`config.mk`:
```
export PLATFORM = sky130hd
export DESIGN_NAME = ccr_top
export DESIGN_NICKNAME = d
export VERILOG_FILES = /design/src/hw/ccr_pkg.sv /design/src/hw/ccr_div_if.sv /design/src/hw/ccr_top.sv /design/src/hw/ccr_divider.sv
export VERILOG_INCLUDE_DIRS = /design/src /design/src/hw
export SDC_FILE = /design/constraint.sdc
export NUM_CORES = 1
export LEC_CHECK = 0
export ABC_CLOCK_PERIOD_IN_PS = 2900
export BUFFER_PORTS_ARGS = -buffer_cell sky130_fd_sc_hd__buf_4
export CAP_MARGIN = 25
export CORE_MARGIN = 4
export CORE_UTILIZATION = 35
export DETAILED_ROUTE_END_ITERATION = 12
export GPL_TIMING_DRIVEN = 0
export PLACE_DENSITY = 0.52
export SYNTH_ARGS = -nofsm -noshare
export SYNTH_HDL_FRONTEND = slang
export SYNTH_HIERARCHICAL = 1
export SYNTH_SLANG_ARGS = --single-unit
```
`constraint.sdc`:
```
create_clock -name sys_clk -period 2.9 [get_ports sys_clk]
set_input_delay 0 -clock sys_clk [delete_from_list [all_inputs] [get_ports sys_clk]]
set_output_delay 0 -clock sys_clk [all_outputs]
set_load 0.05 [all_outputs]
```
`src/hw/ccr_regs.svh`:
```
`ifndef CCR_REGS_SVH
`define CCR_REGS_SVH

// ----------------------------------------
// register offsets (byte addresses)
// ----------------------------------------
`define CCR_OFS_DIV   5'h00
`define CCR_OFS_TRIM  5'h04
`define CCR_OFS_AUX   5'h08
`define CCR_OFS_CAUSE 5'h0C
`define CCR_OFS_WDC   5'h10
`define CCR_OFS_IST   5'h14
`define CCR_OFS_IMSK  5'h18
`define CCR_OFS_STAT  5'h1C

// ----------------------------------------
// field positions
// ----------------------------------------
`define CCR_TRIM_CLOCK_OUTPUT_ENABLE 6
`define CCR_AUX_LP     7
`define CCR_CAUSE_BOF  5
`define CCR_CAUSE_POF  4
`define CCR_WDC_TOF    1

// ----------------------------------------
// reset values and masks
// ----------------------------------------
`define CCR_DIV_RST    8'h00
`define CCR_TRIM_FACT  6'h20
`define CCR_CAUSE_POR  8'h30
`define CCR_WDC_RST    8'hE5
`define CCR_WDC_MASK   8'hE7

// ----------------------------------------
// timing
// ----------------------------------------
`define CCR_WAKE_XTAL  10'h3E0
`define CCR_WAKE_OTHER 10'h0E0
`define CCR_WAKE_T_NS  60000
`define CCR_CLK_NS     10

`endif

```
`src/hw/ccr_pkg.sv`:
```
package ccr_pkg;
   typedef enum logic [1:0] {
      CCR_SRC_XTAL,
      CCR_SRC_RC,
      CCR_SRC_WDOG,
      CCR_SRC_EXT
   } ccr_src_t;

   typedef enum logic [1:0] {
      CCR_WK_OSC,
      CCR_WK_US,
      CCR_WK_RUN
   } ccr_wake_t;
endpackage : ccr_pkg

```
`src/hw/ccr_div_if.sv`:
```
`timescale 1ns/100ps
interface ccr_div_if;
   logic osc_tick;
   logic run;
   logic [7:0] div_val;
   logic cpu_tick;
   logic load;
   logic [7:0] div_cur;
   modport ctl (output osc_tick, output run, output div_val,
                input cpu_tick, input load, input div_cur);
   modport div (input osc_tick, input run, input div_val,
                output cpu_tick, output load, output div_cur);
endinterface : ccr_div_if

```
`src/hw/ccr_top.sv`:
```
`timescale 1ns/100ps
`include "ccr_regs.svh"
module ccr_top #(
   parameter int WAKE_DLY_CYC = (`CCR_WAKE_T_NS + `CCR_CLK_NS - 1) / `CCR_CLK_NS
) (
   // clock and power-on reset
   input wire logic sys_clk,
   input wire logic arst_n,
   // oscillator pins and straps
   input wire logic [3:0] osc_pin,
   input wire ccr_pkg::ccr_src_t cfg_src,
   input wire logic rtc_on_xtal,
   // other reset sources and wake-up
   input wire logic [3:0] rst_req,
   input wire logic wake_req,
   // avalon-mm slave
   input wire logic [4:0] avs_address,
   input wire logic avs_read,
   input wire logic avs_write,
   input wire logic [31:0] avs_writedata,
   input wire logic [3:0] avs_byteenable,
   output logic [31:0] avs_readdata,
   output logic avs_waitrequest,
   // derived clocks
   output logic cpu_tick,
   output logic periph_tick,
   output logic periph_clk,
   output logic machine_cycle,
   // clock output pin
   output logic clkout,
   output logic clkout_oe,
   // control levels
   output logic [5:0] trim,
   output logic low_power,
   output logic [7:0] wdt_ctrl,
   output logic irq
);
   import ccr_pkg::*;

   // ----------------------------------------
   // pin synchronisers
   // ----------------------------------------
   localparam int NSYNC = 7;
   wire [NSYNC-1:0] raw_w = {rtc_on_xtal, cfg_src, osc_pin};
   wire [NSYNC-1:0] sync_w;

   genvar gi;
   generate
      for (gi = 0; gi < NSYNC; gi++) begin : g_sync
         logic m_r;
         logic q_r;
         always_ff @(posedge sys_clk or negedge arst_n) begin
            if (!arst_n) begin
               m_r <= 1'b0;
               q_r <= 1'b0;
            end else begin
               m_r <= raw_w[gi];
               q_r <= m_r;
            end
         end
         assign sync_w[gi] = q_r;
      end
   endgenerate

   wire [3:0] osc_s_w = sync_w[3:0];
   wire [1:0] src_s_w = sync_w[5:4];
   wire rtc_s_w = sync_w[6];

   // ----------------------------------------
   // source strap and oscillator edges
   // ----------------------------------------
   logic [1:0] cap_cnt_r;
   ccr_src_t src_r;
   logic osc_prev_r;
   wire cap_done_w = (cap_cnt_r == 2'h3);

   always_ff @(posedge sys_clk or negedge arst_n) begin
      if (!arst_n) begin
         cap_cnt_r <= 2'h0;
         src_r <= CCR_SRC_XTAL;
      end else if (!cap_done_w) begin
         cap_cnt_r <= cap_cnt_r + 2'h1;
         src_r <= ccr_src_t'(src_s_w);
      end
   end

   wire osc_sel_w = osc_s_w[src_r];
   wire osc_tick_w = osc_sel_w & ~osc_prev_r & cap_done_w;
   wire soft_rst_w = |rst_req;

   always_ff @(posedge sys_clk or negedge arst_n) begin
      if (!arst_n) begin
         osc_prev_r <= 1'b0;
      end else begin
         osc_prev_r <= osc_sel_w;
      end
   end

   // ----------------------------------------
   // wake-up timer
   // ----------------------------------------
   localparam logic [12:0] DLY_LAST = 13'(WAKE_DLY_CYC - 1);
   ccr_wake_t st_r;
   ccr_wake_t st_nxt;
   logic [12:0] wcnt_r;
   logic [12:0] wcnt_nxt;
   wire [9:0] osc_tgt_w = (src_r == CCR_SRC_XTAL) ? `CCR_WAKE_XTAL : `CCR_WAKE_OTHER;
   wire [12:0] osc_last_w = {3'h0, osc_tgt_w} - 13'h0001;

   always_comb begin
      st_nxt = st_r;
      wcnt_nxt = wcnt_r;
      case (st_r)
         CCR_WK_OSC: begin
            if (osc_tick_w) begin
               if (wcnt_r == osc_last_w) begin
                  st_nxt = CCR_WK_US;
                  wcnt_nxt = 13'h0000;
               end else begin
                  wcnt_nxt = wcnt_r + 13'h0001;
               end
            end
         end
         CCR_WK_US: begin
            if (wcnt_r == DLY_LAST) begin
               st_nxt = CCR_WK_RUN;
               wcnt_nxt = 13'h0000;
            end else begin
               wcnt_nxt = wcnt_r + 13'h0001;
            end
         end
         CCR_WK_RUN: begin
            if (wake_req) begin
               st_nxt = CCR_WK_OSC;
            end
         end
         default: begin
            st_nxt = CCR_WK_OSC;
            wcnt_nxt = 13'h0000;
         end
      endcase
      if (soft_rst_w) begin
         st_nxt = CCR_WK_OSC;
         wcnt_nxt = 13'h0000;
      end
   end

   always_ff @(posedge sys_clk or negedge arst_n) begin
      if (!arst_n) begin
         st_r <= CCR_WK_OSC;
         wcnt_r <= 13'h0000;
      end else begin
         st_r <= st_nxt;
         wcnt_r <= wcnt_nxt;
      end
   end

   wire run_w = (st_r == CCR_WK_RUN);
   wire wake_done_w = (st_r == CCR_WK_US) && (st_nxt == CCR_WK_RUN);

   // ----------------------------------------
   // register bus
   // ----------------------------------------
   function automatic logic hit(input logic [4:0] a, input logic [4:0] ofs);
      return a == ofs;
   endfunction : hit

   logic ack_r;
   logic [7:0] rdata_r;
   logic [7:0] div_r;
   logic [5:0] trim_r;
   logic clock_output_enable_r;
   logic lp_r;
   logic [7:0] cause_r;
   logic [7:0] wdc_r;
   logic [1:0] ist_r;
   logic [1:0] imsk_r;

   wire req_w = avs_read | avs_write;
   // one wait state on every access, read data latched meanwhile
   assign avs_waitrequest = req_w & ~ack_r;
   // a reset request in the same cycle beats a bus write
   wire wr_w = avs_write & ack_r & avs_byteenable[0] & ~soft_rst_w;
   wire [7:0] wd_w = avs_writedata[7:0];

   wire sel_div_w = hit(avs_address, `CCR_OFS_DIV);
   wire sel_trim_w = hit(avs_address, `CCR_OFS_TRIM);
   wire sel_aux_w = hit(avs_address, `CCR_OFS_AUX);
   wire sel_cause_w = hit(avs_address, `CCR_OFS_CAUSE);
   wire sel_wdc_w = hit(avs_address, `CCR_OFS_WDC);
   wire sel_ist_w = hit(avs_address, `CCR_OFS_IST);
   wire sel_imsk_w = hit(avs_address, `CCR_OFS_IMSK);
   wire sel_stat_w = hit(avs_address, `CCR_OFS_STAT);

   wire [7:0] rd_mux_w =
      sel_div_w ? div_r :
      sel_trim_w ? {1'b0, clock_output_enable_r, trim_r} :
      sel_aux_w ? {lp_r, 7'h00} :
      sel_cause_w ? cause_r :
      sel_wdc_w ? wdc_r :
      sel_ist_w ? {6'h00, ist_r} :
      sel_imsk_w ? {6'h00, imsk_r} :
      sel_stat_w ? {5'h00, src_r, run_w} : 8'h00;

   always_ff @(posedge sys_clk or negedge arst_n) begin
      if (!arst_n) begin
         ack_r <= 1'b0;
         rdata_r <= 8'h00;
      end else begin
         ack_r <= req_w & ~ack_r;
         if (req_w && !ack_r) begin
            rdata_r <= rd_mux_w;
         end
      end
   end

   assign avs_readdata = {24'h00_0000, rdata_r};

   // ----------------------------------------
   // control registers
   // ----------------------------------------
   wire [7:0] div_nxt = soft_rst_w ? `CCR_DIV_RST : (wr_w & sel_div_w) ? wd_w : div_r;
   wire [5:0] trim_nxt = (wr_w & sel_trim_w) ? wd_w[5:0] : trim_r;
   wire clock_output_enable_nxt = (wr_w & sel_trim_w) ? wd_w[`CCR_TRIM_CLOCK_OUTPUT_ENABLE] : clock_output_enable_r;
   wire lp_nxt = soft_rst_w ? 1'b0 : (wr_w & sel_aux_w) ? wd_w[`CCR_AUX_LP] : lp_r;
   // causes sticky, write one clears, set wins
   wire [7:0] cause_set_w = {2'h0, rst_req[0], 1'b0, rst_req[3:1], 1'b0};
   wire [7:0] cause_clr_w = (wr_w & sel_cause_w) ? wd_w : 8'h00;
   wire [7:0] cause_nxt = (cause_r & ~cause_clr_w) | cause_set_w;
   wire wdc_tof_w = rst_req[1] | wdc_r[`CCR_WDC_TOF];
   wire [7:0] wdc_soft_w = `CCR_WDC_RST | {6'h00, wdc_tof_w, 1'b0};
   wire [7:0] wdc_nxt = soft_rst_w ? wdc_soft_w :
                        (wr_w & sel_wdc_w) ? (wd_w & `CCR_WDC_MASK) : wdc_r;

   always_ff @(posedge sys_clk or negedge arst_n) begin
      if (!arst_n) begin
         div_r <= `CCR_DIV_RST;
         trim_r <= `CCR_TRIM_FACT;
         clock_output_enable_r <= 1'b0;
         lp_r <= 1'b0;
         cause_r <= `CCR_CAUSE_POR;
         wdc_r <= `CCR_WDC_RST;
      end else begin
         div_r <= div_nxt;
         trim_r <= trim_nxt;
         clock_output_enable_r <= clock_output_enable_nxt;
         lp_r <= lp_nxt;
         cause_r <= cause_nxt;
         wdc_r <= wdc_nxt;
      end
   end

   logic por_seen_r;
   always_ff @(posedge sys_clk or negedge arst_n) begin
      if (!arst_n) begin
         por_seen_r <= 1'b0;
      end else begin
         por_seen_r <= 1'b1;
      end
   end

   // ----------------------------------------
   // divider and derived clocks
   // ----------------------------------------
   ccr_div_if dv_if();
   assign dv_if.osc_tick = osc_tick_w;
   assign dv_if.run = run_w;
   assign dv_if.div_val = div_r;

   ccr_divider u_div (
      .sys_clk(sys_clk),
      .arst_n(arst_n),
      .dv(dv_if)
   );

   logic ph_r;
   logic cpu_tick_r;
   logic periph_tick_r;
   logic clkout_oe_r;
   logic irq_r;

   always_ff @(posedge sys_clk or negedge arst_n) begin
      if (!arst_n) begin
         ph_r <= 1'b0;
         cpu_tick_r <= 1'b0;
         periph_tick_r <= 1'b0;
      end else begin
         ph_r <= ph_r ^ dv_if.cpu_tick;
         cpu_tick_r <= dv_if.cpu_tick;
         periph_tick_r <= dv_if.cpu_tick & ph_r;
      end
   end

   always_ff @(posedge sys_clk or negedge arst_n) begin
      if (!arst_n) begin
         clkout_oe_r <= 1'b0;
      end else begin
         clkout_oe_r <= clock_output_enable_r & (src_r != CCR_SRC_XTAL) & ~rtc_s_w;
      end
   end

   // ----------------------------------------
   // interrupts
   // ----------------------------------------
   wire div_chg_w = dv_if.load & run_w & (dv_if.div_cur != div_r);
   wire [1:0] ev_w = {div_chg_w, wake_done_w};
   wire [1:0] ist_clr_w = (wr_w & sel_ist_w) ? wd_w[1:0] : 2'h0;
   wire [1:0] ist_nxt = soft_rst_w ? 2'h0 : (ist_r & ~ist_clr_w) | ev_w;
   wire [1:0] imsk_nxt = soft_rst_w ? 2'h0 : (wr_w & sel_imsk_w) ? wd_w[1:0] : imsk_r;

   always_ff @(posedge sys_clk or negedge arst_n) begin
      if (!arst_n) begin
         ist_r <= 2'h0;
         imsk_r <= 2'h0;
         irq_r <= 1'b0;
      end else begin
         ist_r <= ist_nxt;
         imsk_r <= imsk_nxt;
         irq_r <= |(ist_r & imsk_r);
      end
   end

   // ----------------------------------------
   // outputs
   // ----------------------------------------
   assign cpu_tick = cpu_tick_r;
   assign periph_tick = periph_tick_r;
   assign periph_clk = ph_r;
   assign machine_cycle = periph_tick_r;
   assign clkout = ph_r;
   assign clkout_oe = clkout_oe_r;
   assign trim = trim_r;
   assign low_power = lp_r;
   assign wdt_ctrl = wdc_r;
   assign irq = irq_r;
endmodule : ccr_top

```
`src/hw/ccr_divider.sv`:
```
`timescale 1ns/100ps
`include "ccr_regs.svh"
module ccr_divider (
   // clock and reset
   input wire logic sys_clk,
   input wire logic arst_n,
   // divider link
   ccr_div_if.div dv
);
   logic [8:0] cnt_r;
   logic [7:0] cur_r;
   logic [8:0] gap_r;

   wire [8:0] last_w = (cur_r == 8'h00) ? 9'h000 : {cur_r, 1'b0} - 9'h001;
   wire [8:0] period_w = (cur_r == 8'h00) ? 9'h001 : {cur_r, 1'b0};
   // zero passes through, n counts 2n
   wire wrap_w = dv.osc_tick & (cnt_r == last_w);

   // new value taken at a period boundary or while stopped, so no runt cycle
   assign dv.load = wrap_w | ~dv.run;
   assign dv.cpu_tick = wrap_w & dv.run;
   assign dv.div_cur = cur_r;

   always_ff @(posedge sys_clk or negedge arst_n) begin
      if (!arst_n) begin
         cnt_r <= 9'h000;
         cur_r <= `CCR_DIV_RST;
      end else begin
         if (!dv.run || wrap_w) begin
            cnt_r <= 9'h000;
         end else if (dv.osc_tick) begin
            cnt_r <= cnt_r + 9'h001;
         end
         if (dv.load) begin
            cur_r <= dv.div_val;
         end
      end
   end

   always_ff @(posedge sys_clk or negedge arst_n) begin
      if (!arst_n) begin
         gap_r <= 9'h000;
      end else if (!dv.run || dv.cpu_tick) begin
         gap_r <= 9'h000;
      end else if (dv.osc_tick) begin
         gap_r <= gap_r + 9'h001;
      end
   end
endmodule : ccr_divider

```
# --- Word level (Yosys, flattened, before mapping) ---
# Index checks and enable logic that the tools add are counted.
op_classes:
  n_lt_le_gt_ge: 1
  n_addsub: 5
  n_bitwise: 36
  n_mux: 36
  n_eq_ne: 17
  reduce_logical: 18
ops:
  columns: ["op", "n"]
  rows:
  - ["8-bit two-way mux", 10]
  - ["13-bit two-way mux", 4]
  - ["13-bit case mux with 3 select lines", 1]
  - ["9-bit two-way mux", 3]
  - ["1-bit AND", 20]
  - ["5-bit == test (second input constant)", 4]
  - ["2-bit two-way mux", 9]
  - ["13-bit by 1-bit adder with 13-bit output (second input constant)", 1]
  - ["13-bit == test", 1]
  - ["13-bit == test (second input constant)", 1]
  - ["2-bit nonzero test", 6]
  - ["10-bit by 1-bit subtractor with 11-bit output (second input constant)", 1]
  - ["5-bit by 4-bit == test with 1-bit output (second input constant)", 2]
  - ["10-bit two-way mux", 1]
  - ["9-bit by 1-bit adder with 9-bit output (second input constant)", 1]
  - ["9-bit == test", 1]
  - ["3-bit two-way mux", 3]
  - ["9-bit by 1-bit subtractor with 9-bit output (second input constant)", 1]
  - ["8-bit AND", 1]
  - ["8-bit logical NOT", 1]
  - ["8-bit inequality test", 1]
  - ["8-bit NOT", 1]
  - ["8-bit by 6-bit OR with 8-bit output", 1]
  - ["2-bit == test (second input constant)", 3]
  - ["23 further kinds", 35]
totals:
  word_cells: 149
  input_bits: 57
  output_inout_bits: 55
  ff_bits: 101

# --- Longest topological paths before layout ---
depth:
  depth_word: 12
  ltp_mapped: 11
  mapped_depth_nobuf: 10

# --- Cells and area by module ---
# The synthesis kept the hierarchy.
modules_own_cells:
  columns: ["module", "cells_each", "area_per_inst_um2", "n_inst", "seq_area_each_um2"]
  rows:
  - ["ccr_top", 374, 4000.1, 1, 2062.0]
  - ["ccr_divider", 126, 1229.9, 1, 425.4]

# --- Worst setup path before layout ---
# Ideal clock, no wire load.
synth_timing:
  path_kind: "reg2reg"
  start: "register src_r[0]"
  end: "register ist_r[1]"
  synth_period_minus_slack_ns: 2.397
  stages_incl_launch_ff: 11
  path_slack_ns: 0.503
  arrival_ns: 2.276
  setup_ns: 0.120
  n_path_buf: 1
  required_ns: 2.780
  path_cell_list: "dfrtp_1 > mux4_2 > and3b_1 > a21boi_0 > nand4_1 > nor4_4 > a41oi_4 > buf_6 > inv_1 > a32oi_1 > nor2_1"
synth_via:
  elab_chain_cells: 10
synth_lines:
  columns: ["element", "line", "source"]
  rows:
  - ["start: declaration", "ccr_top.sv:73", "ccr_src_t src_r;"]
  - ["start signal: assignment", "ccr_top.sv:83", "src_r <= ccr_src_t'(src_s_w);"]
  - ["1-bit binary-select mux with 2-bit select", "ccr_top.sv:87", "wire osc_sel_w = osc_s_w[src_r];"]
  - ["1-bit two-way mux (implied by the code)", "ccr_top.sv:87", null]
  - ["named net osc_sel_w", "ccr_top.sv:87", null]
  - ["1-bit AND (2 in series)", "ccr_top.sv:88", "wire osc_tick_w = osc_sel_w & ~osc_prev_r & cap_done_w;"]
  - ["named net dv_if.osc_tick", "ccr_div_if.sv:3", "logic osc_tick;"]
  - ["1-bit AND", "ccr_divider.sv:17", "wire wrap_w = dv.osc_tick & (cnt_r == last_w);"]
  - ["1-bit OR", "ccr_divider.sv:20", "assign dv.load = wrap_w | ~dv.run;"]
  - ["named net dv_if.load", "ccr_div_if.sv:7", "logic load;"]
  - ["1-bit AND (2 in series)", "ccr_top.sv:305", "wire div_chg_w = dv_if.load & run_w & (dv_if.div_cur != div_r);"]
  - ["2-bit OR", "ccr_top.sv:308", "wire [1:0] ist_nxt = soft_rst_w ? 2'h0 : (ist_r & ~ist_clr_w) | ev_w;"]
  - ["2-bit two-way mux", "ccr_top.sv:308", null]
  - ["named net ist_nxt[1]", "ccr_top.sv:308", null]
  - ["end signal: assignment", "ccr_top.sv:317", "ist_r <= ist_nxt;"]
  - ["end: declaration", "ccr_top.sv:176", "logic [1:0] ist_r;"]
# The timed path passes the listed nets, and every way through them passes these cells. The select of a mux whose other input is x is not followed.
# A chain may end at the register's enable or synchronous reset.

# --- Worst setup path after layout ---
layout_timing:
  start: "register src_r[0]"
  end: "register u_div.cur_r[4] (netlist: u_div/dv.div_cur[4])"
layout_via:
  elab_chain_cells: 6
layout_lines:
  columns: ["element", "line", "source"]
  rows:
  - ["1-bit binary-select mux with 2-bit select", "ccr_top.sv:87", null]
  - ["1-bit two-way mux (implied by the code)", "ccr_top.sv:87", null]
  - ["named net osc_sel_w", "ccr_top.sv:87", null]
  - ["1-bit AND (2 in series)", "ccr_top.sv:88", null]
  - ["named net dv_if.osc_tick", "ccr_div_if.sv:3", null]
  - ["1-bit AND", "ccr_divider.sv:17", null]
  - ["1-bit OR", "ccr_divider.sv:20", null]
  - ["end signal: assignment", "ccr_divider.sv:27", "cur_r <= `CCR_DIV_RST;"]
  - ["end signal: assignment", "ccr_divider.sv:35", "cur_r <= dv.div_val;"]
  - ["end: declaration", "ccr_divider.sv:11", "logic [7:0] cur_r;"]
# The timed path passes the listed nets, and every way through them passes these cells. The select of a mux whose other input is x is not followed.

==> results.md <==
- Max_slew headroom: 38.4%
- Met3 Use GR: about 2.8%
- First-pass GRT wire length: 21700 µm
- EDFF count, synth: 0
- Slew Limit Fails: 0
- Total vias in the final route: approximately 4200
- Period utilisation layout: 93.9%
- Final GP Congestion: 0.911
- Grt met1 use: a little under a quarter
- Synthesized area: roughly 5200 µm²
- Int Pwr: roughly 2100 µW
- Global routing usage on met2: between 20% and 30%
- WL final: approximately 13000 µm
- Commonest non-fill, non-tap cell in the layout: dfrtp_1
- WL per Instance: about 16 µm
- Worst Hold Class: in -> reg
- #FFs+latches synth: 99
- CTS tree: yes
- Via density: roughly 5.1
- Sequential share of the synthesized area: a little under half
- Final Hold Vio Count: 0
- Clk_skew: ~0.0085 ns
- Total congestion overflow: 0
- Max-cap violation count: 0
- Final critical-path required period: ~2.7 ns
- Part of the power in combinational logic: around an eighth
- Async SR Flop Fraction: 100%
- Setup CP Type: reg -> reg
- Row count: 44
- DP HPWL: 9590 µm
- Slowest CP cell: dfrtp_1
- Setup tns final: 0 ns
- Cells after Synth: 500
- Yosys warns: 6
- DIE WIDTH: around 130 µm
- Switching share of power: a little over a quarter
- Largest fanout on the critical path: 8
- Fillers: between 1000 and 1500
- Largest net degree at the start of global routing: 70
- Vias in the first global route: roughly 4000
- Detailed Routing Iterations Pass 1: 4
- PD cells: ~440 nW/µm²
- N_diodes: 0
- Status: completed
- DRC: 0
- Clk buf depth: 2
- Root Buffer Master: clkbuf_16
- Worst-Skew Late Latency: 0.35 ns
- F_max: roughly 0.37 GHz
- Area grow syn2layout: 25.6%
- Initial Util: a little over a third
- Initial DRC Count: ~240
- Slew at the pin closest to its max-slew limit: about 0.92 ns
- Sw Pwr: around 760 µW
- Distinct cells, synth: between 60 and 70
- Busiest grt layer: met2
- GRT Overall Usage: between 15 and 20%
- Critical path endpoint category: flop
- Worst vdd ir: about 380 µV
- LEAKAGE: around 0.003 µW
- IO buf count: 56
- CTS sink cnt: 99
- Initial antenna violation count: 0
- Share of cells above drive strength 1: between 20% and 30%
- Reg power frac: a little under 50%
- Most frequent cells in the layout: dfrtp_1 (91), buf_4 (85), nand2_1 (57)
- CORE AREA: about 15000 µm²
- WP data arrival: about 3.0 ns
- # setup viols final: 0
- H-tree depth: 3
- RSZ-0062 raised after global routing: false
- CTS Buf Count: 9
- Clock-pin transition on the worst setup and hold timing paths: 0.07 ns
- Core Util, Final: between 40 and 50%
- Clk pwr share: approximately two fifths
- Worst path max stage delay: 0.44 ns
- Worst path cell trace: mux4_2 > and3b_1 > a21boi_0 > nand4_1 > nor4_4 > a41oi_4 > buf_12 > mux2_2
- Chip height: 130 µm
- Final #Nets: roughly 700
- Top-level port count: around 110
- Crit start category: flop
- Post-synthesis area per instance: between 10 and 15 µm²
- Top_reg_cell synth: dfrtp_1
- Die ar.: ~17000 µm²
- Antenna-violating nets left: 0
- WP data required: around 3.1 ns
-- power by group through the flow --
| stage | clock network [µW] | logic, µW | registers, µW |
|---|---|---|---|
| after global placement | 0 | 320 | 1440 |
| after CTS | 1140 | 349 | 1410 |
| final | 1100 | 348 | 1410 |
| after global routing | 1200 | 375 | 1420 |
| after detailed placement | 0 | 325 | 1440 |
| after floorplan | 0 | 182 | 1460 |
-- logic make-up after synthesis --
family                   Yosys count  synth area share [%]
AND/OR/NAND/NOR                  182                  19.0
AO/OA/AOI/OAI                    100                  14.2
flip-flops                        99                  47.6
buffers and inverters             61                  7.27
multiplexers                      30                  6.99
XOR/XNOR                          22                  3.68
adder cells (fa/ha/maj)            5                  1.20
other                              1                0.0717
-- critical path: cells and delay by family (launching register included) --
family,cells,cell delay [ns]
buffers and inverters,1,0.18
muxes,2,0.67
DFF,1,0.44
and+or+nand+nor,3,0.89
AOI/OAI and AO/OA,2,0.41
-- routing by layer --
metal  wire length, µm  vias to the layer above  part of all wire (%)
met5                 0                        -                     0
met4               170                        0                   1.3
met3               542                       13                   4.1
met2              6440                       97                    48
met1              6160                     2062                    46
li1                  -                     1989                     -
-- synth_stat cells (all sizes together), types with 3 or more instances --
library cell  instances  share of area, %
mux2i                 5              0.96
xor2                 11               1.8
nor3                 19               2.4
nor3b                 4              0.57
a21o                  7               1.0
nand2b                3              0.36
a31oi                 3              0.36
nand3                 8              0.77
mux2                 22               4.7
a22o                 10               1.7
o41ai                 3              0.50
and2                  8              0.96
a21boi                6              0.86
nand4                10               1.2
a21oi                10              0.96
a211oi                4              0.67
ha                    5               1.2
xnor2                11               1.8
clkbuf               11              0.81
nor4                  8               1.2
and3                  7              0.89
dfrtp                91                44
inv                  12              0.86
nor2b                 8              0.96
nand2                58               4.2
dfstp                 8               4.0
a211o                 3              0.50
mux4                  3               1.3
o21ai                21               2.0
buf                  38               5.6
or3                   5              0.69
o22a                  5              0.84
nor2                 33               2.7
a221o                 4              0.77
o31ai                 9               1.3
-- flip-flops by register name, indices dropped and copies added (netlist names), 6 cells and up --
name,count
u_div/dv.div_cur,8
cause_r,8
g_sync.q_r,7
g_sync.m_r,7
trim,6
rdata_r,8
u_div/cnt_r,9
div_r,8
wcnt_r,13
wdt_ctrl,6
-- timing repair --
item	CTS	global route
resized for setup	0	2
setup endpoints to repair	0	19
hold endpoints to repair	71	0
setup buffers	0	1
hold buffers	27	0
-- final cells by class --
| cell class | count | area [µm²] | share of cell area (%) |
|---|---|---|---|
| multi-input combinational | 365 | 2470 | 37.6 |
| inverter | 12 | 45.0 | 0.686 |
| buffer | 49 | 335 | 5.10 |
| clock buffer | 11 | 233 | 3.54 |
| sequential | 99 | 2490 | 37.9 |
| timing repair buffer | 85 | 738 | 11.2 |
| clock inverter | 5 | 31.3 | 0.476 |
| tap | 184 | 230 | 3.50 |
-- per-stage QoR --
stage	instance area [µm²]	cells	power (µW)	setup slack, ns	hold slack [ns]
after floorplan	5320	525	1650	0.503	-0.296
after global placement	5970	765	1760	0.111	0.109
after detailed placement	6000	766	1770	0.0482	-0.0306
after CTS	6540	809	2900	0.0311	0.0220
after global routing	6570	810	2990	0.0105	0.0468
final	6570	810	2860	0.178	0.0412
-- final timing paths --
check	startpoint	slack [ns]	to	cells after the start
min	avs_address[4]	0.04	rdata_r[0]$_DFFE_PN0P_	3
min in group asynchronous	arst_n	0.15	rdata_r[5]$_DFFE_PN0P_	2
max reg2reg	src_r[0]$_DFFE_PN0P_	0.18	u_div/dv.div_cur[4]$_DFFE_PN0P_	8
max	src_r[0]$_DFFE_PN0P_	0.18	u_div/dv.div_cur[4]$_DFFE_PN0P_	8
min reg2reg	g_sync[1].m_r$_DFF_PN0_	0.34	g_sync[1].q_r$_DFF_PN0_	0
max in group asynchronous	arst_n	2.04	wdt_ctrl[0]$_DFFE_PN1P_	3
No activity file was read; power rests on OpenSTA's default activity.
